===== src/rtl/pso_pkg.sv =====
// package: offsets, field layouts, reset values and codes of the pll override block
package pso_pkg;

   // ==========================================================
   // register map (byte addresses)
   localparam logic [7:0]  PSO_STATE_OVR_OFS    = 8'h00;
   localparam logic [7:0]  PSO_FORCED_INPUT_OFS = 8'h04;
   localparam logic [7:0]  PSO_STATUS_OFS       = 8'h08;

   // ==========================================================
   // field layouts
   localparam int          PSO_STATE_MSB        = 2;
   localparam int          PSO_INPUT_MSB        = 3;
   localparam int          PSO_NUM_INPUTS       = 4;

   // ==========================================================
   // reset values
   localparam logic [2:0]  PSO_STATE_OVR_RST    = 3'h0;
   localparam logic [3:0]  PSO_FORCED_INPUT_RST = 4'hF;

   // ==========================================================
   // state codes of the main digital pll control machine
   localparam logic [2:0]  PSO_ST_AUTO          = 3'h0;
   localparam logic [2:0]  PSO_ST_FREE_RUN      = 3'h1;
   localparam logic [2:0]  PSO_ST_HOLDOVER      = 3'h2;
   localparam logic [2:0]  PSO_ST_UNUSED        = 3'h3;
   localparam logic [2:0]  PSO_ST_LOCKED        = 3'h4;
   localparam logic [2:0]  PSO_ST_PRELOCK2      = 3'h5;
   localparam logic [2:0]  PSO_ST_PRELOCK       = 3'h6;
   localparam logic [2:0]  PSO_ST_PHASE_LOST    = 3'h7;

   // ==========================================================
   // forced input codes; zero leaves selection automatic
   localparam logic [3:0]  PSO_IN_AUTO          = 4'h0;
   localparam logic [3:0]  PSO_IN_SE1           = 4'h3;
   localparam logic [3:0]  PSO_IN_SE2           = 4'h4;
   localparam logic [3:0]  PSO_IN_DIFF1         = 4'h5;
   localparam logic [3:0]  PSO_IN_DIFF2         = 4'h6;

   // ==========================================================
   // bus answers
   localparam logic [1:0]  PSO_RESP_OKAY        = 2'h0;
   localparam logic [1:0]  PSO_RESP_SLVERR      = 2'h2;

endpackage


===== src/rtl/pso_override.sv =====
// module: software override of the pll control state and of the equipment clock input
`timescale 1ns/1ps
`default_nettype none

// Overview of operation
// - three-bit state override field, reset to automatic; code 011 unused.
// - zero lets the machine run; other valid codes force a jump to that state.
// - while a state is forced, input monitors cannot influence the machine.
// - four-bit forced input field; zero leaves selection to automatic mechanism.
// - forced field selects one of four inputs; other nonzero codes unused.
// - a forced input skips monitoring qualification and is treated valid.
// - with a forced input and not locked, acquisition proceeds toward locked.
// - a failing forced input causes no holdover and no disqualification.
// - forcing also raises the chosen input's priority to one, the highest.
module pso_override
   import pso_pkg::*;
(
   // clock and reset
   input  wire logic        mclk,
   input  wire logic        rst_n,
   // axi4-lite write address
   input  wire logic [7:0]  s_axi_awaddr,
   input  wire logic        s_axi_awvalid,
   output var  logic        s_axi_awready,
   // axi4-lite write data
   input  wire logic [31:0] s_axi_wdata,
   input  wire logic [3:0]  s_axi_wstrb,
   input  wire logic        s_axi_wvalid,
   output var  logic        s_axi_wready,
   // axi4-lite write response
   output var  logic [1:0]  s_axi_bresp,
   output var  logic        s_axi_bvalid,
   input  wire logic        s_axi_bready,
   // axi4-lite read address
   input  wire logic [7:0]  s_axi_araddr,
   input  wire logic        s_axi_arvalid,
   output var  logic        s_axi_arready,
   // axi4-lite read data
   output var  logic [31:0] s_axi_rdata,
   output var  logic [1:0]  s_axi_rresp,
   output var  logic        s_axi_rvalid,
   input  wire logic        s_axi_rready,
   // from the pll control machine and input monitors
   input  wire logic [2:0]  sm_state,
   input  wire logic [3:0]  mon_valid,
   input  wire logic [3:0]  mon_fail,
   // to the pll control machine
   output var  logic        sm_force_r,
   output var  logic [2:0]  sm_force_state_r,
   output var  logic        sm_mon_enable_r,
   output var  logic        sm_acquire_r,
   output var  logic        sm_holdover_inhibit_r,
   // to the reference selector
   output var  logic [3:0]  input_valid_r,
   output var  logic [3:0]  input_prio1_r,
   output var  logic [3:0]  input_disq_inhibit_r,
   output var  logic [3:0]  input_fail_r
);

   // ==========================================================
   // decode helpers
   function automatic logic state_code_forces(input logic [2:0] code);
      state_code_forces = (code != PSO_ST_AUTO) && (code != PSO_ST_UNUSED);
   endfunction

   function automatic logic [3:0] input_onehot(input logic [3:0] code);
      case (code)
         PSO_IN_SE1:   input_onehot = 4'h1;
         PSO_IN_SE2:   input_onehot = 4'h2;
         PSO_IN_DIFF1: input_onehot = 4'h4;
         PSO_IN_DIFF2: input_onehot = 4'h8;
         default:      input_onehot = 4'h0;
      endcase
   endfunction

   // ==========================================================
   // registers
   logic [2:0]  state_ovr_r;
   logic [2:0]  state_ovr_nxt;
   logic [3:0]  forced_in_r;
   logic [3:0]  forced_in_nxt;

   // ==========================================================
   // write channel: address and data taken in either order
   logic        aw_held_r;
   logic [7:0]  aw_addr_r;
   logic        w_held_r;
   logic [31:0] w_data_r;
   logic [3:0]  w_strb_r;

   wire         aw_take   = s_axi_awvalid && s_axi_awready;
   wire         w_take    = s_axi_wvalid && s_axi_wready;
   wire         aw_have   = aw_held_r || aw_take;
   wire         w_have    = w_held_r || w_take;
   wire [7:0]   wr_addr   = aw_take ? s_axi_awaddr : aw_addr_r;
   wire [31:0]  wr_data   = w_take ? s_axi_wdata : w_data_r;
   wire [3:0]   wr_strb   = w_take ? s_axi_wstrb : w_strb_r;
   wire         wr_fire   = aw_have && w_have && !s_axi_bvalid;
   wire         wr_state  = wr_fire && (wr_addr == PSO_STATE_OVR_OFS) && wr_strb[0];
   wire         wr_input  = wr_fire && (wr_addr == PSO_FORCED_INPUT_OFS) && wr_strb[0];
   wire         wr_mapped = (wr_addr == PSO_STATE_OVR_OFS) || (wr_addr == PSO_FORCED_INPUT_OFS);

   // upper bits of the written byte are dropped here
   assign state_ovr_nxt = wr_state ? wr_data[PSO_STATE_MSB:0] : state_ovr_r;
   assign forced_in_nxt = wr_input ? wr_data[PSO_INPUT_MSB:0] : forced_in_r;

   always_ff @(posedge mclk or negedge rst_n)
   begin
      if (!rst_n)
      begin
         aw_held_r     <= 1'b0;
         aw_addr_r     <= 8'h00;
         w_held_r      <= 1'b0;
         w_data_r      <= 32'h0000_0000;
         w_strb_r      <= 4'h0;
         s_axi_awready <= 1'b0;
         s_axi_wready  <= 1'b0;
         s_axi_bvalid  <= 1'b0;
         s_axi_bresp   <= PSO_RESP_OKAY;
      end
      else
      begin
         aw_held_r     <= aw_have && !wr_fire;
         w_held_r      <= w_have && !wr_fire;
         if (aw_take)
            aw_addr_r  <= s_axi_awaddr;
         if (w_take)
         begin
            w_data_r   <= s_axi_wdata;
            w_strb_r   <= s_axi_wstrb;
         end
         // ready drops once a beat is held, so one write at a time
         s_axi_awready <= !aw_have && !wr_fire && !s_axi_bvalid;
         s_axi_wready  <= !w_have && !wr_fire && !s_axi_bvalid;
         if (wr_fire)
         begin
            s_axi_bvalid <= 1'b1;
            s_axi_bresp  <= wr_mapped ? PSO_RESP_OKAY : PSO_RESP_SLVERR;
         end
         else if (s_axi_bready)
            s_axi_bvalid <= 1'b0;
      end
   end

   always_ff @(posedge mclk or negedge rst_n)
   begin
      if (!rst_n)
      begin
         state_ovr_r <= PSO_STATE_OVR_RST;
         forced_in_r <= PSO_FORCED_INPUT_RST;
      end
      else
      begin
         state_ovr_r <= state_ovr_nxt;
         forced_in_r <= forced_in_nxt;
      end
   end

   // ==========================================================
   // read channel
   wire         ar_take  = s_axi_arvalid && s_axi_arready;
   wire         rd_state = s_axi_araddr == PSO_STATE_OVR_OFS;
   wire         rd_input = s_axi_araddr == PSO_FORCED_INPUT_OFS;
   wire         rd_stat  = s_axi_araddr == PSO_STATUS_OFS;
   wire [31:0]  rd_word  = rd_state ? {29'h0000_0000, state_ovr_r} :
                           rd_input ? {28'h000_0000, forced_in_r} :
                           rd_stat  ? {24'h00_0000, sm_force_r, sm_acquire_r, 3'h0, sm_state} :
                                      32'h0000_0000;

   always_ff @(posedge mclk or negedge rst_n)
   begin
      if (!rst_n)
      begin
         s_axi_arready <= 1'b0;
         s_axi_rvalid  <= 1'b0;
         s_axi_rdata   <= 32'h0000_0000;
         s_axi_rresp   <= PSO_RESP_OKAY;
      end
      else
      begin
         s_axi_arready <= !ar_take && !s_axi_rvalid;
         if (ar_take)
         begin
            s_axi_rvalid <= 1'b1;
            s_axi_rdata  <= rd_word;
            s_axi_rresp  <= (rd_state || rd_input || rd_stat) ? PSO_RESP_OKAY : PSO_RESP_SLVERR;
         end
         else if (s_axi_rready)
            s_axi_rvalid <= 1'b0;
      end
   end

   // ==========================================================
   // override logic
   wire         state_forced = state_code_forces(state_ovr_r);
   wire [3:0]   forced_hot   = input_onehot(forced_in_r);
   wire         input_forced = |forced_hot;
   wire [3:0]   valid_nxt    = mon_valid | forced_hot;
   wire         acquire_nxt  = input_forced && (sm_state != PSO_ST_LOCKED);
   wire [3:0]   fail_nxt     = mon_fail & ~forced_hot;

   always_ff @(posedge mclk or negedge rst_n)
   begin
      if (!rst_n)
      begin
         sm_force_r            <= 1'b0;
         sm_force_state_r      <= PSO_ST_AUTO;
         sm_mon_enable_r       <= 1'b1;
         sm_acquire_r          <= 1'b0;
         sm_holdover_inhibit_r <= 1'b0;
         input_valid_r         <= 4'h0;
         input_prio1_r         <= 4'h0;
         input_disq_inhibit_r  <= 4'h0;
         input_fail_r          <= 4'h0;
      end
      else
      begin
         sm_force_r            <= state_forced;
         sm_force_state_r      <= state_forced ? state_ovr_r : PSO_ST_AUTO;
         sm_mon_enable_r       <= !state_forced;
         sm_acquire_r          <= acquire_nxt;
         sm_holdover_inhibit_r <= input_forced;
         input_valid_r         <= valid_nxt;
         input_prio1_r         <= forced_hot;
         input_disq_inhibit_r  <= forced_hot;
         input_fail_r          <= fail_nxt;
      end
   end

   // ==========================================================
   // checks
   state_reset_a: assert property (@(posedge mclk) $rose(rst_n) |-> state_ovr_r == PSO_ST_AUTO)
      else $error("state override not automatic after reset");

   input_reset_a: assert property (@(posedge mclk) $rose(rst_n) |-> forced_in_r == PSO_FORCED_INPUT_RST)
      else $error("forced input field not at its reset value");

   state_force_a: assert property (@(posedge mclk) disable iff (!rst_n)
      state_code_forces(state_ovr_r) |=> sm_force_r && sm_force_state_r == $past(state_ovr_r))
      else $error("forced state not presented to the machine");

   auto_run_a: assert property (@(posedge mclk) disable iff (!rst_n)
      !state_code_forces(state_ovr_r) |=> !sm_force_r)
      else $error("machine forced while override is automatic");

   unused_state_a: assert property (@(posedge mclk) disable iff (!rst_n)
      state_ovr_r == PSO_ST_UNUSED |=> !sm_force_r && sm_mon_enable_r)
      else $error("unused state code forced the machine");

   mon_block_a: assert property (@(posedge mclk) disable iff (!rst_n)
      state_code_forces(state_ovr_r) |=> !sm_mon_enable_r)
      else $error("monitors enabled while a state is forced");

   mon_free_a: assert property (@(posedge mclk) disable iff (!rst_n)
      !state_code_forces(state_ovr_r) |=> sm_mon_enable_r && sm_force_state_r == PSO_ST_AUTO)
      else $error("monitors blocked while the machine runs itself");

   input_valid_a: assert property (@(posedge mclk) disable iff (!rst_n)
      (input_onehot(forced_in_r) != 4'h0) |=> (input_valid_r & input_prio1_r) == input_prio1_r)
      else $error("forced input not treated as valid");

   prio_onehot_a: assert property (@(posedge mclk) disable iff (!rst_n)
      $onehot0(input_prio1_r))
      else $error("more than one input raised to top priority");

   prio_clear_a: assert property (@(posedge mclk) disable iff (!rst_n)
      forced_in_r == PSO_IN_AUTO |=> input_prio1_r == 4'h0)
      else $error("priority raised while selection is automatic");

   auto_input_a: assert property (@(posedge mclk) disable iff (!rst_n)
      input_onehot(forced_in_r) == 4'h0 |=> input_disq_inhibit_r == 4'h0 && !sm_holdover_inhibit_r)
      else $error("force side effects while selection is automatic");

   mon_pass_a: assert property (@(posedge mclk) disable iff (!rst_n)
      input_onehot(forced_in_r) == 4'h0 |=> input_valid_r == $past(mon_valid) && input_fail_r == $past(mon_fail))
      else $error("monitor results altered without a forced input");

   single_force_a: assert property (@(posedge mclk) disable iff (!rst_n)
      $onehot0(input_disq_inhibit_r))
      else $error("more than one input protected from disqualification");

   acquire_req_a: assert property (@(posedge mclk) disable iff (!rst_n)
      (|input_onehot(forced_in_r)) && sm_state != PSO_ST_LOCKED |=> sm_acquire_r)
      else $error("no acquisition toward locked with forced input");

   locked_idle_a: assert property (@(posedge mclk) disable iff (!rst_n)
      sm_state == PSO_ST_LOCKED |=> !sm_acquire_r)
      else $error("acquisition requested while already locked");

   acq_idle_a: assert property (@(posedge mclk) disable iff (!rst_n)
      input_onehot(forced_in_r) == 4'h0 |=> !sm_acquire_r)
      else $error("acquisition requested without a forced input");

   forced_fail_a: assert property (@(posedge mclk) disable iff (!rst_n)
      (input_fail_r & input_prio1_r) == 4'h0)
      else $error("forced input reported as failed");

   holdover_block_a: assert property (@(posedge mclk) disable iff (!rst_n)
      |input_prio1_r |-> sm_holdover_inhibit_r)
      else $error("holdover allowed with a forced input");

   upper_zero_a: assert property (@(posedge mclk) disable iff (!rst_n)
      s_axi_rvalid && s_axi_rresp == PSO_RESP_OKAY |-> s_axi_rdata[31:8] == 24'h00_0000)
      else $error("upper read bits not zero");

   masked_write_a: assert property (@(posedge mclk) disable iff (!rst_n)
      wr_fire && !wr_strb[0] |=> $stable(state_ovr_r) && $stable(forced_in_r))
      else $error("write with low byte lane off changed a register");

   unused_code_a: assert property (@(posedge mclk) disable iff (!rst_n)
      forced_in_r == 4'h1 || forced_in_r == 4'hF |=> input_prio1_r == 4'h0)
      else $error("unused forced code selected an input");

   unused_input_a: assert property (@(posedge mclk) disable iff (!rst_n)
      (forced_in_r == 4'h2 || forced_in_r > PSO_IN_DIFF2) |=> input_prio1_r == 4'h0 && !sm_holdover_inhibit_r)
      else $error("unused forced code acted as a force");

   // ==========================================================
   // bus handshake: readies stay low while an answer is pending
   unmapped_write_a: assert property (@(posedge mclk) disable iff (!rst_n)
      wr_fire && !wr_mapped |=> s_axi_bresp == PSO_RESP_SLVERR && $stable(state_ovr_r) && $stable(forced_in_r))
      else $error("unmapped write not refused");

   aw_refuse_a: assert property (@(posedge mclk) disable iff (!rst_n)
      s_axi_bvalid |-> !s_axi_awready && !s_axi_wready)
      else $error("write accepted while a response is pending");

   ar_refuse_a: assert property (@(posedge mclk) disable iff (!rst_n)
      s_axi_rvalid |-> !s_axi_arready)
      else $error("read accepted while read data is pending");

   bvalid_drop_a: assert property (@(posedge mclk) disable iff (!rst_n)
      s_axi_bvalid && s_axi_bready |=> !s_axi_bvalid)
      else $error("write response repeated after handshake");

   rvalid_drop_a: assert property (@(posedge mclk) disable iff (!rst_n)
      s_axi_rvalid && s_axi_rready |=> !s_axi_rvalid)
      else $error("read data repeated after handshake");

endmodule // pso_override

`default_nettype wire


===== config.mk =====
export PLATFORM = sky130hd
export DESIGN_NAME = pso_override
export DESIGN_NICKNAME = d
export VERILOG_FILES = /design/src/rtl/pso_pkg.sv /design/src/rtl/pso_override.sv
export SDC_FILE = /design/constraint.sdc
export NUM_CORES = 1
export LEC_CHECK = 0
export BUFFER_PORTS_ARGS = -buffer_cell sky130_fd_sc_hd__buf_2
export CORE_UTILIZATION = 42
export CTS_BUF_LIST = sky130_fd_sc_hd__clkbuf_16
export DETAILED_ROUTE_END_ITERATION = 10
export PLACE_DENSITY = 0.77
export SLEW_MARGIN = 20
export SYNTH_ARGS = -nofsm -noshare
export SYNTH_HDL_FRONTEND = slang
export SYNTH_SLANG_ARGS = --single-unit

===== constraint.sdc =====
create_clock -name mclk -period 2.34 [get_ports mclk]
set_input_delay 0.468 -clock mclk [delete_from_list [all_inputs] [get_ports mclk]]
set_output_delay 0.468 -clock mclk [all_outputs]
set_load 0.005 [all_outputs]

* Word level (Yosys, flattened, before mapping)
Cells that the tools add are included.
Word-level totals: output and inout port bits 64, input bits 70, register bits 82, memory bits (writable) 0, bits in latches 0, memory bits (read-only) 0, word-level logic and storage cells 85, memories kept 0
Cells by class: reduce and logical (&&, ||, !) cells 36, equality and inequality tests 9, multipliers 0, multiplexer cells 14, div/mod/pow operators 0, add/subtract/negate cells 0, shift-type cells 0, bitwise logic cells 3, order comparisons 0
Operators by type and width (count):
- $mux 8 | 4
- $logic_and 1x1->1 | 18
- $eq 8x3->1 const B | 2
- $logic_not 8->1 | 2
- $pmux 4 s4 | 1
- $eq 4x3->1 const B | 3
- $eq 8x4->1 const B | 1
- $logic_not 1->1 | 7
- $logic_or 1x1->1 | 5
- $mux 1 | 5
- $and 4x4->4 | 1
- $eq 4x2->1 const B | 1
- $mux 2 | 2
- $mux 4 | 1
- $not 4->4 | 1
- $or 4x4->4 | 1
- $reduce_bool 2->1 | 2
- $reduce_or 4->1 | 1
- $mux 3 | 1
- $ne 3x2->1 const B | 1
- $ne 3x3->1 const B | 1
- $reduce_bool 3->1 | 1

* Longest topological paths before layout
Gate-level depths: netlist of run 1.
depth after elaboration 7, gate-level depth with buffers 5, mapped depth without buffers 5

* Least setup slack after synthesis of run 1
No wires, ideal clock.
kind input port to flip-flop, start point in s_axi_awaddr[6], end point reg state_ovr_r[0], path buffers 0, setup time 128 ps, arrival 1732 ps, slack 481 ps, data required time 2212 ps, stages on the path 4, cell sequence nor4_2 -> nand4_2 -> a2111oi_4 -> mux2_1
Between the ends: longest elaborated chain between the ends 4
RTL lines:
- start, declared | line pso_override.sv:22 | input wire logic [7:0] s_axi_awaddr,
- $mux 8
- $logic_not 8->1 | line pso_override.sv:99 | wire wr_state = wr_fire && (wr_addr == PSO_STATE_OVR_OFS) && wr_strb[0];
- $logic_and 1x1->1 (2 in series) | line pso_override.sv:99
- end signal, assigned | line pso_override.sv:154 | state_ovr_r <= state_ovr_nxt;
- end, declared | line pso_override.sv:78 | logic [2:0] state_ovr_r;
Every way passes these cells. A chain may end at the register's enable or synchronous reset.

* Final worst setup path of run 1
start point reg s_axi_awready, end point reg state_ovr_r[1]
Between the ends: elaborated cells on any way between the ends 8, those cells by class mux: 1; reduce/logical: 7
RTL lines:
- start, declared | line pso_override.sv:24 | output var logic s_axi_awready,
- start signal, assigned | line pso_override.sv:133 | s_axi_awready <= !aw_have && !wr_fire && !s_axi_bvalid;
- $logic_and 1x1->1 | line pso_override.sv:91 | wire aw_take = s_axi_awvalid && s_axi_awready;
- $mux 8
- named net wr_addr[2] | line pso_override.sv:95 | wire [7:0] wr_addr = aw_take ? s_axi_awaddr : aw_addr_r;
- $logic_not 8->1 | line pso_override.sv:99
- $logic_and 1x1->1 (2 in series) | line pso_override.sv:99
The timed path passes the listed nets, and every way through them passes these cells.

==> reports/qor.yml, run 1 <==
synthesis:
  synth.avg_cell_area_um2: 12.22
  yosysTopAreaCellShare: 0.5174
  ys_ff_latch: 54
  yosysWarnings: 0
  syn_inst: 194
  ys_types: 36
  syn-cell-area_um2: 2370
  ys_seq_area_frac: 0.5729
  yosysTopAreaCell: "dfrtp_1"
  synth_area_leaders: "dfrtp_1 52%, buf_4 10%, dfstp_2 5.5%"
cts:
  clkLatencyLatePin_ns: 0.29
  post_cts_buffers: 0
  postCtsResizedCells: 0
  cts.path.max_buffers: 2
  hold_buffers: 0
  cts_num_sinks: 54
  htree_levels: 2
  numCtsBuffers: 5
  cts-root-buf: "clkbuf_16"
  cts_tree: "yes"
  clk_pin_slew_ns: 0.07
place:
  place_inst: 331
  dp.final_hpwl_mm: 3.299
  routabilityCongestion: 0.7441
  io_buffers: 74
floorplanning:
  io_pins: 134
  die_x_um: 77.12
  start_util: 0.4497
  core_area_um2: 5270
  die_area_um2: 5947
  die_h_um: 77.12
  rows: 26
final_layout:
  instances_no_fill: 339
  layout_common_cells: "74 x buf_2, 49 x dfrtp_1, 28 x conb_1"
  final_nets: 338
  area.growth.synth_to_final_pct: 19.64
  num_antenna_cells: 0
  seq_area_um2: 1358
  drive_gt1_frac: 0.4052
  layout_commonest_cell: "buf_2"
  multi_input_area_um2: 847.1
  fillers: 482
drt:
  post_drt_wl_per_cell_um: 12.40
  drtAntennaViolNets: 0
  routed_wl_mm: 4.205
  drcViolationCount: 0
  dr.pass1.iters: 4
  first_iter_violations: 65
  detail_route.vias_per_cell: 4.593
  via_count: 1557
global_route:
  grt-ovfl-total: 0
  grt_use_total: 0.1493
  antenna_found_initial: 0
  grt_pass1_wl_mm: 6.886
  grt_max_degree: 36
  grt_pass1_vias: 1506
timing:
  drv_slew: 0
  fin_skew_ns: 0.005441
  tightestPinTransition_ns: 0.5729
  fin_setup_tns_ns: 0
  fin_crit_ns: 1.902
  relSlewSlack: 0.6127
  grt_setup_unrepaired: "no"
  finalSetupViolCount: 0
  fmax_mhz: 525.9
  fin_crit_sh: 0.8126
  hold_viol_final: 0
critical_path:
  crit_type: "register to register"
  path_max_fanout: 9
  end_kind: "register"
  cp-start-kind: "register"
  critPathArrivalTime_ns: 2.07
  cp.required_ns: 2.51
flow_run:
  drv_cap: 0
hold_path:
  hp-class: "primary input to asynchronous set/reset pin"
run_status:
  status: "completed"
power_and_ir_drop:
  power_density_nw_per_um2: 888.8
  peakVddDrop_v: 0.0005863
  leakagePower_nw: 1.479
per-layer routing:
metal | up-vias | track usage | routed length, um
li1 | 751 | - | -
met1 | 739 | 0.1872 | 1814
met2 | 61 | 0.2482 | 2101
met3 | 6 | 0.04048 | 227
met4 | 0 | 0.05094 | 61
met5 | - | 0 | 0
sequential cells by signal, indices dropped and copies added, names as in the netlist, 4 cells and up:
register / cells
w_data_r: 4
aw_addr_r: 8
s_axi_rdata: 6
input_fail_r: 4
input_disq_inhibit_r: 4
input_valid_r: 4
forced_in_r: 4
layout make-up:
class	instances	share of cell area
inverters	4	0.005296
repair buffers	75	0.1377
well taps	70	0.03089
clock buffers	5	0.04413
clock inverters	3	0.004413
flip-flops and latches	54	0.4788
multi-input cells	128	0.2988
report_power, final:
part / leakage, nW / total, mW / switching [mW] / internal (mW)
Clock: 0.0724 / 0.694 / 0.306 / 0.387
Combinational: 0.733 / 0.556 / 0.291 / 0.266
Sequential: 0.673 / 1.27 / 0.116 / 1.15
logic make-up (layout without fill, tap and decap cells):
family | after synthesis | in the layout | share of synthesized area
AO/OA/AOI/OAI | 23 | 23 | 0.07656
buffers and inverters | 39 | 87 | 0.1125
AND/OR/NAND/NOR | 53 | 53 | 0.1267
other | 1 | 28 | 0.001582
flip-flops | 54 | 54 | 0.5729
multiplexers | 22 | 22 | 0.1024
XOR/XNOR | 2 | 2 | 0.007393
synthesized netlist by cell type (all sizes together):
cell type  instances
a21oi              4
nand4              1
a31oi              1
nor4b              1
nand2             12
mux2i              4
nor4               2
xor2               2
dfrtp             49
a2111oi            2
clkbuf             3
and3               2
o21ai              9
nor2               9
dfstp              5
nor3               3
inv                4
nor2b              8
buf               32
mux2              18
nand3              5
and2               2
nand3b             1
a22o               3
a211oi             1
o31ai              1
or2                5
a21o               1
nor4bb             2
conb               1
o22ai              1
through the flow:
stage | hold WS [ns] | cell area [um^2] | worst slack [ns] | util | total power [mW]
floorplan | 0.1724 | 2471 | 0.4808 | - | 1.663
CTS | 0.1432 | 2835 | 0.4253 | 0.5380 | 2.544
global route | 0.1634 | 2835 | 0.3298 | 0.5380 | 2.679
detailed placement | 0.4275 | 2698 | 0.1735 | 0.5119 | 1.851
finish | 0.1261 | 2835 | 0.4384 | 0.5380 | 2.520
global placement | 0.4169 | 2698 | 0.2264 | 0.5119 | 1.815
critical path, cell delays in order, from the launching register on:
cell and delay (ns):
dfrtp_1 0.43, nand2_2 0.21, mux2i_1 0.38, inv_2 0.09
a2111oi_4 0.31, mux2_1 0.36
worst paths after layout:
kind / endpoint / from / slack [ns] / cells past startpoint
worst min register to register: sm_force_state_r[2]$_DFF_PN0_ / state_ovr_r[2]$_DFFE_PN0P_ / 0.43 / 0
worst min-delay path: s_axi_wready$_DFF_PN0_ / rst_n / 0.13 / 1
max in group asynchronous: forced_in_r[2]$_DFFE_PN1P_ / rst_n / 1.62 / 2
min in group mclk: s_axi_bvalid$_DFFE_PN0P_ / s_axi_bready / 0.37 / 2
worst max-delay path: state_ovr_r[1]$_DFFE_PN0P_ / s_axi_awready$_DFF_PN0_ / 0.44 / 5
worst max register to register: state_ovr_r[1]$_DFFE_PN0P_ / s_axi_awready$_DFF_PN0_ / 0.44 / 5
Power figures use the tool's default switching activity.
==> run 2: changes to the inputs <==
--- a/config.mk
+++ b/config.mk
@@ -5,11 +5,12 @@
 export SDC_FILE = /design/constraint.sdc
 export NUM_CORES = 1
 export LEC_CHECK = 0
+export ABC_AREA = 1
 export BUFFER_PORTS_ARGS = -buffer_cell sky130_fd_sc_hd__buf_2
-export CORE_UTILIZATION = 42
+export CORE_UTILIZATION = 41
 export CTS_BUF_LIST = sky130_fd_sc_hd__clkbuf_16
 export DETAILED_ROUTE_END_ITERATION = 10
-export PLACE_DENSITY = 0.77
+export PLACE_DENSITY = 0.76
 export SLEW_MARGIN = 20
 export SYNTH_ARGS = -nofsm -noshare
 export SYNTH_HDL_FRONTEND = slang
==> constraint.sdc (replaced) <==
create_clock -name mclk -period 1.65 [get_ports mclk]
set_input_delay 0.33 -clock mclk [delete_from_list [all_inputs] [get_ports mclk]]
set_output_delay 0.33 -clock mclk [all_outputs]
set_load 0.005 [all_outputs]
==> reports/qor.yml, run 2 <==
critical_path:
  cp.required_ns: 1.87  # was 2.51 ns
  slowest_stage: "dfrtp_1"  # unchanged
  reg2reg_slack_ns: 0.16  # was 0.44 ns
  crit_type: "register to register"  # unchanged
  cp_common_cell: "nand2_1"
  cp-start-kind: "register"  # unchanged
  path_max_fanout: 11  # was 9
  slowest_delay_ns: 0.44  # was 0.43 ns
  critPathArrivalTime_ns: 1.70  # was 2.07 ns
  worstPathCellList: "nand2_4, nand2_1, o21ai_4, nand2_2, nor2_4, nand3_2, nand2_1, nand2_1"  # was nand2_2, mux2i_1, inv_2, a2111oi_4, mux2_1
  end_kind: "register"  # unchanged
drt:
  wl_met3_um: 262  # was 227 um
  detail_route.vias_per_cell: 4.401  # was 4.593
  via_count: 2007  # was 1557
  route.met2.wl_mm: 2.326  # was 2.101 mm
  first_iter_violations: 60  # was 65
  routed_wl_mm: 4.667  # was 4.205 mm
  post_drt_wl_per_cell_um: 10.23  # was 12.40 um
  top_layer: "met4"  # unchanged
  dr.pass1.iters: 4  # unchanged
  wl_met1_mm: 2.044  # was 1.814 mm
  drtAntennaViolNets: 0  # unchanged
  drcViolationCount: 0  # unchanged
cts:
  postCtsResizedCells: 0  # unchanged
  hold_buffers: 0  # unchanged
  cts_tree: "yes"  # unchanged
  numCtsBuffers: 5  # unchanged
  post_cts_buffers: 0  # unchanged
  cts-root-buf: "clkbuf_16"  # unchanged
  clk_pin_slew_ns: 0.06  # was 0.07 ns
  cts.path.max_buffers: 2  # unchanged
  htree_levels: 2  # unchanged
  cts_num_sinks: 54  # unchanged
  clkLatencyLatePin_ns: 0.28  # was 0.29 ns
synthesis:
  ys_types: 23  # was 36
  ys_ff_latch: 54  # unchanged
  synth.avg_cell_area_um2: 8.676  # was 12.22 um^2
  synth_fa_ha_area_frac: 0  # unchanged
  yosysWarnings: 0  # unchanged
  synth_simple_gate_area_frac: 0.2737  # was 0.1267
  syn-cell-area_um2: 2638  # was 2370 um^2
  synth_top_family_by_area: "simple AND/OR/NAND/NOR gates"  # unchanged
  synth_compound_area_frac: 0.02609  # was 0.07656
  syn_inst: 304  # was 194
  muxShareOfSynthArea: 0  # was 0.1024
  synth_edf_count: 0  # unchanged
  synth_area_leaders: "dfrtp_1 46%, nand2_1 11%, buf_4 9.1%"  # was dfrtp_1 52%, buf_4 10%, dfstp_2 5.5%
  ys_seq_area_frac: 0.5147  # was 0.5729
  yosysTopAreaCell: "dfrtp_1"  # unchanged
  synth_flop_cell: "dfrtp_1"  # unchanged
  ys_top_cells_by_count: "79 x nand2_1, 49 x dfrtp_1, 49 x inv_1"  # was 49 x dfrtp_1, 32 x buf_4, 11 x mux2_2, 11 x nand2_1
  synth_most_common_cell: "nand2_1"  # was dfrtp_1
  synthXorXnorAreaFrac: 0  # was 0.007392
  yosysTopAreaCellShare: 0.4649  # was 0.5174
  ys_async_sr_fraction: 1.000  # unchanged
timing:
  drv_slew: 0  # unchanged
  fin_crit_sh: 0.9005  # was 0.8126
  fin_crit_ns: 1.486  # was 1.902 ns
  finalSetupViolCount: 0  # unchanged
  fin_ws_ns: 0.1643  # was 0.4384 ns
  fin_skew_ns: 0.004265  # was 0.005441 ns
  fin_setup_tns_ns: 0  # unchanged
  fmax_mhz: 673.1  # was 525.9 MHz
  whs_ns: -0.005612  # was 0.1261 ns
  grt_setup_unrepaired: "no"  # unchanged
  hold_viol_final: 13  # was 0
run_status:
  status: "finished, violations left"  # was completed
  violations: "negative hold slack"
final_layout:
  num_antenna_cells: 0  # unchanged
  layout_common_cells: "79 x nand2_1, 74 x buf_2, 50 x inv_1"  # was 74 x buf_2, 49 x dfrtp_1, 28 x conb_1
  instances_no_fill: 456  # was 339
  layout_commonest_cell: "nand2_1"  # was buf_2
  final_nets: 450  # was 338
  utilization: 0.5111  # was 0.5380
  max_flop_register: "aw_addr_r"  # unchanged
  largestRegisters: "aw_addr_r x8, s_axi_rdata x6"  # unchanged
  drive_gt1_frac: 0.2940  # was 0.4052
  area.growth.synth_to_final_pct: 17.46  # was 19.64%
  largest_register_ffs: 8  # unchanged
  fin_area_um2: 3098  # was 2835 um^2
global_route:
  grt-ovfl-total: 0  # unchanged
  grt_max_degree: 24  # was 36
  grt_use_total: 0.1535  # was 0.1493
  antenna_found_initial: 0  # unchanged
  grt_pass1_wl_mm: 7.783  # was 6.886 mm
  grt_pass1_vias: 1885  # was 1506
place:
  routabilityCongestion: 0.7829  # was 0.7441
  place_ws_ns: 0.09096  # was 0.1735 ns
  place_inst: 448  # was 331
  place_area_um2: 2959  # was 2698 um^2
  io_buffers: 74  # unchanged
  dp.final_hpwl_mm: 3.723  # was 3.299 mm
power_and_ir_drop:
  leakagePower_nw: 1.834  # was 1.479 nW
  peakVddDrop_v: 0.0007277  # was 0.0005863 V
  power_density_nw_per_um2: 1203  # was 888.8 nW/um^2
  fin_total_pwr_mw: 3.725  # was 2.520 mW
floorplanning:
  die_area_um2: 6758  # was 5947 um^2
  die_h_um: 82.21  # was 77.12 um
  start_util: 0.4352  # was 0.4497
  core_area_um2: 6061  # was 5270 um^2
  die_x_um: 82.21  # was 77.12 um
  io_pins: 134  # unchanged
  rows: 28  # was 26
flow_run:
  drv_cap: 0  # unchanged
hold_path:
  hp-class: "primary input to asynchronous set/reset pin"  # unchanged
-- run 2: final cells by class --
| class | instances | area, um^2 |
|---|---|---|
| Fill cell | 576 | 2963 |
| Sequential cell | 54 | 1358 |
| Multi-Input combinational cell | 190 | 895.9 |
| Timing Repair Buffer | 80 | 427.9 |
| Inverter | 49 | 183.9 |
| Clock buffer | 5 | 125.1 |
| Tap cell | 75 | 93.84 |
| Clock inverter | 3 | 13.76 |
-- run 2: worst max-delay path, delay by kind of cell, from the launching register on --
kind | cells | cell delay, ns
AND/OR/NAND/NOR | 7 | 0.90
AO/OA/AOI/OAI | 1 | 0.08
flip-flops | 1 | 0.44
-- run 2: final timing paths --
check                                              start                    endpoint  cells after the start
worst max-delay path             s_axi_awready$_DFF_PN0_  forced_in_r[1]$_DFFE_PN1P_                      8
worst min-delay path                               rst_n      aw_addr_r[0]$_DFF_PN0_                      1
worst max register to register   s_axi_awready$_DFF_PN0_  forced_in_r[1]$_DFFE_PN1P_                      8
worst min register to register  s_axi_rvalid$_DFFE_PN0P_     s_axi_arready$_DFF_PN0_                      1
max in group asynchronous                          rst_n       w_data_r[1]$_DFF_PN0_                      2
min in group mclk                           s_axi_bready    s_axi_bvalid$_DFFE_PN0P_                      2
-- run 2: power breakdown --
part | internal, mW | leakage, nW | total [mW] | switching [mW]
sequential | 1.58 | 0.668 | 1.70 | 0.114
clock | 0.551 | 0.0748 | 0.972 | 0.422
combinational | 0.384 | 1.09 | 1.06 | 0.672
-- run 2: logic make-up (layout without fill, tap and decap cells) --
logic type | count (synthesis) | after routing
and+or+nand+nor | 151 | 151
buffers and inverters | 87 | 137
DFF | 54 | 54
AOI/OAI and AO/OA | 11 | 11
other | 1 | 28
-- run 2: layer usage --
| layer | track usage | vias to the layer above |
|---|---|---|
| met5 | 0 | - |
| met4 | 0.05263 | 0 |
| met3 | 0.04396 | 2 |
| met2 | 0.2793 | 68 |
| met1 | 0.1697 | 923 |
| li1 | - | 1014 |
==> run 3: changes to the inputs <==
--- a/config.mk
+++ b/config.mk
@@ -10,7 +10,7 @@
 export CORE_UTILIZATION = 41
 export CTS_BUF_LIST = sky130_fd_sc_hd__clkbuf_16
 export DETAILED_ROUTE_END_ITERATION = 10
-export PLACE_DENSITY = 0.76
+export PLACE_DENSITY_LB_ADDON = 0.05
 export SLEW_MARGIN = 20
 export SYNTH_ARGS = -nofsm -noshare
 export SYNTH_HDL_FRONTEND = slang
==> reports/qor.yml, run 3 (synthesis gave the netlist of run 2 again) <==
run_status:
  status: "completed"  # was finished, violations left
global_route:
  grt-ovfl-total: 0  # unchanged
  antenna_found_initial: 0  # unchanged
  grt_use_total: 0.1465  # was 0.1535
  grt_pass1_vias: 1687  # was 1885
  grt_max_degree: 55  # was 24
  grt_pass1_wl_mm: 7.548  # was 7.783 mm
timing:
  fin_ws_ns: 0.1466  # was 0.1643 ns
  grt_setup_unrepaired: "no"  # unchanged
  fin_crit_sh: 0.9112  # was 0.9005
  fin_setup_tns_ns: 0  # unchanged
  hold_viol_final: 0  # was 13
  drv_slew: 0  # unchanged
  fin_crit_ns: 1.503  # was 1.486 ns
  fmax_mhz: 665.2  # was 673.1 MHz
  finalSetupViolCount: 0  # unchanged
  fin_skew_ns: 0.004336  # was 0.004265 ns
critical_path:
  critPathArrivalTime_ns: 1.72  # was 1.70 ns
  cp-start-kind: "register"  # unchanged
  path_max_fanout: 11  # unchanged
  end_kind: "register"  # unchanged
  cp.required_ns: 1.86  # was 1.87 ns
  crit_type: "register to register"  # unchanged
drt:
  drtAntennaViolNets: 0  # unchanged
  via_count: 1938  # was 2007
  detail_route.vias_per_cell: 4.259  # was 4.401
  routed_wl_mm: 4.556  # was 4.667 mm
  dr.pass1.iters: 4  # unchanged
  drcViolationCount: 0  # unchanged
  top_layer: "met4"  # unchanged
  post_drt_wl_per_cell_um: 10.01  # was 10.23 um
  first_iter_violations: 70  # was 60
  wl_met1_mm: 2.278  # was 2.044 mm
  route.met2.wl_mm: 2.033  # was 2.326 mm
  wl_met3_um: 213  # was 262 um
floorplanning:
  start_util: 0.4352  # unchanged
  die_area_um2: 6758  # unchanged
  rows: 28  # unchanged
  core_area_um2: 6061  # unchanged
  io_pins: 134  # unchanged
  die_h_um: 82.21  # unchanged
  die_x_um: 82.21  # unchanged
cts:
  postCtsResizedCells: 0  # unchanged
  cts-root-buf: "clkbuf_16"  # unchanged
  cts_num_sinks: 54  # unchanged
  post_cts_buffers: 0  # unchanged
  cts.path.max_buffers: 2  # unchanged
  numCtsBuffers: 5  # unchanged
  hold_buffers: 0  # unchanged
  clk_pin_slew_ns: 0.07  # was 0.06 ns
  htree_levels: 2  # unchanged
  clkLatencyLatePin_ns: 0.28  # about the same
  cts_tree: "yes"  # unchanged
power_and_ir_drop:
  leakagePower_nw: 1.844  # was 1.834 nW
  peakVddDrop_v: 0.0008309  # was 0.0007277 V
  power_density_nw_per_um2: 1231  # was 1203 nW/um^2
final_layout:
  area.growth.synth_to_final_pct: 18.55  # was 17.46%
  layout_common_cells: "79 x nand2_1, 74 x buf_2, 51 x inv_1"  # was 79 x nand2_1, 74 x buf_2, 50 x inv_1
  largest_register_ffs: 8  # unchanged
  layout_commonest_cell: "nand2_1"  # unchanged
  largestRegisters: "aw_addr_r x8, s_axi_rdata x6"  # unchanged
  drive_gt1_frac: 0.2895  # was 0.2940
  num_antenna_cells: 0  # unchanged
  final_nets: 449  # was 450
  max_flop_register: "aw_addr_r"  # unchanged
  fin_area_um2: 3127  # was 3098 um^2
  instances_no_fill: 455  # was 456
place:
  io_buffers: 74  # unchanged
  place_ws_ns: 0.05031  # was 0.09096 ns
  routabilityCongestion: 0.7413  # was 0.7829
  dp.final_hpwl_mm: 3.461  # was 3.723 mm
  place_inst: 446  # was 448
  place_area_um2: 2944  # was 2959 um^2
flow_run:
  drv_cap: 0  # unchanged
hold_path:
  hp-class: "primary input to asynchronous set/reset pin"  # unchanged
## run 3: report_power, final
| group | leakage [nW] | internal [mW] | switching [mW] | total [mW] |
|---|---|---|---|---|
| Combinational | 1.09 | 0.377 | 0.646 | 1.02 |
| Clock | 0.0864 | 0.705 | 0.430 | 1.13 |
| Sequential | 0.668 | 1.58 | 0.109 | 1.69 |
## run 3: final timing paths
check | cells after the start | slack [ns] | end | start
min | 2 | 0.04 | input_valid_r[3]$_DFF_PN0_ | rst_n
max | 9 | 0.15 | forced_in_r[0]$_DFFE_PN1P_ | s_axi_awready$_DFF_PN0_
min reg2reg | 1 | 0.43 | s_axi_arready$_DFF_PN0_ | s_axi_rvalid$_DFFE_PN0P_
max in group asynchronous | 2 | 1.33 | sm_mon_enable_r$_DFF_PN1_ | rst_n
max reg2reg | 9 | 0.15 | forced_in_r[0]$_DFFE_PN1P_ | s_axi_awready$_DFF_PN0_
min in group mclk | 2 | 0.21 | s_axi_rvalid$_DFFE_PN0P_ | s_axi_rready
## run 3: layout make-up
type | instances | area (um^2)
inverters | 49 | 183.9
clock inverters | 3 | 37.54
clock buffers | 5 | 125.1
flip-flops and latches | 54 | 1358
multi-input cells | 190 | 895.9
fillers | 598 | 2934
well taps | 75 | 93.84
repair buffers | 79 | 432.9
## run 3: stage by stage
step,util,hold slack (ns),power (mW)
final,0.5159,0.03733,3.849
after global routing,0.5159,0.07019,4.105
after CTS,0.5126,0.04570,3.900
after detailed placement,0.4858,0.3484,2.742
after global placement,0.4858,0.3511,2.726
after floorplan,-,0.03441,2.520
## run 3: per-layer routing
layer  vias up  GRT usage
met3         2    0.02967
met4         0    0.05263
met2        64     0.2281
met5         -          0
met1       860     0.2015
li1       1012          -
## run 3: worst max-delay path, cell delays in order, from the launching register on
cell     delay, ns
dfrtp_1       0.47
nand2_4       0.19
nand2_1       0.11
o21ai_4       0.07
nand2_2       0.08
nor2_4        0.13
buf_12        0.13
nand3_2       0.10
nand2_1       0.09
nand2_1       0.05
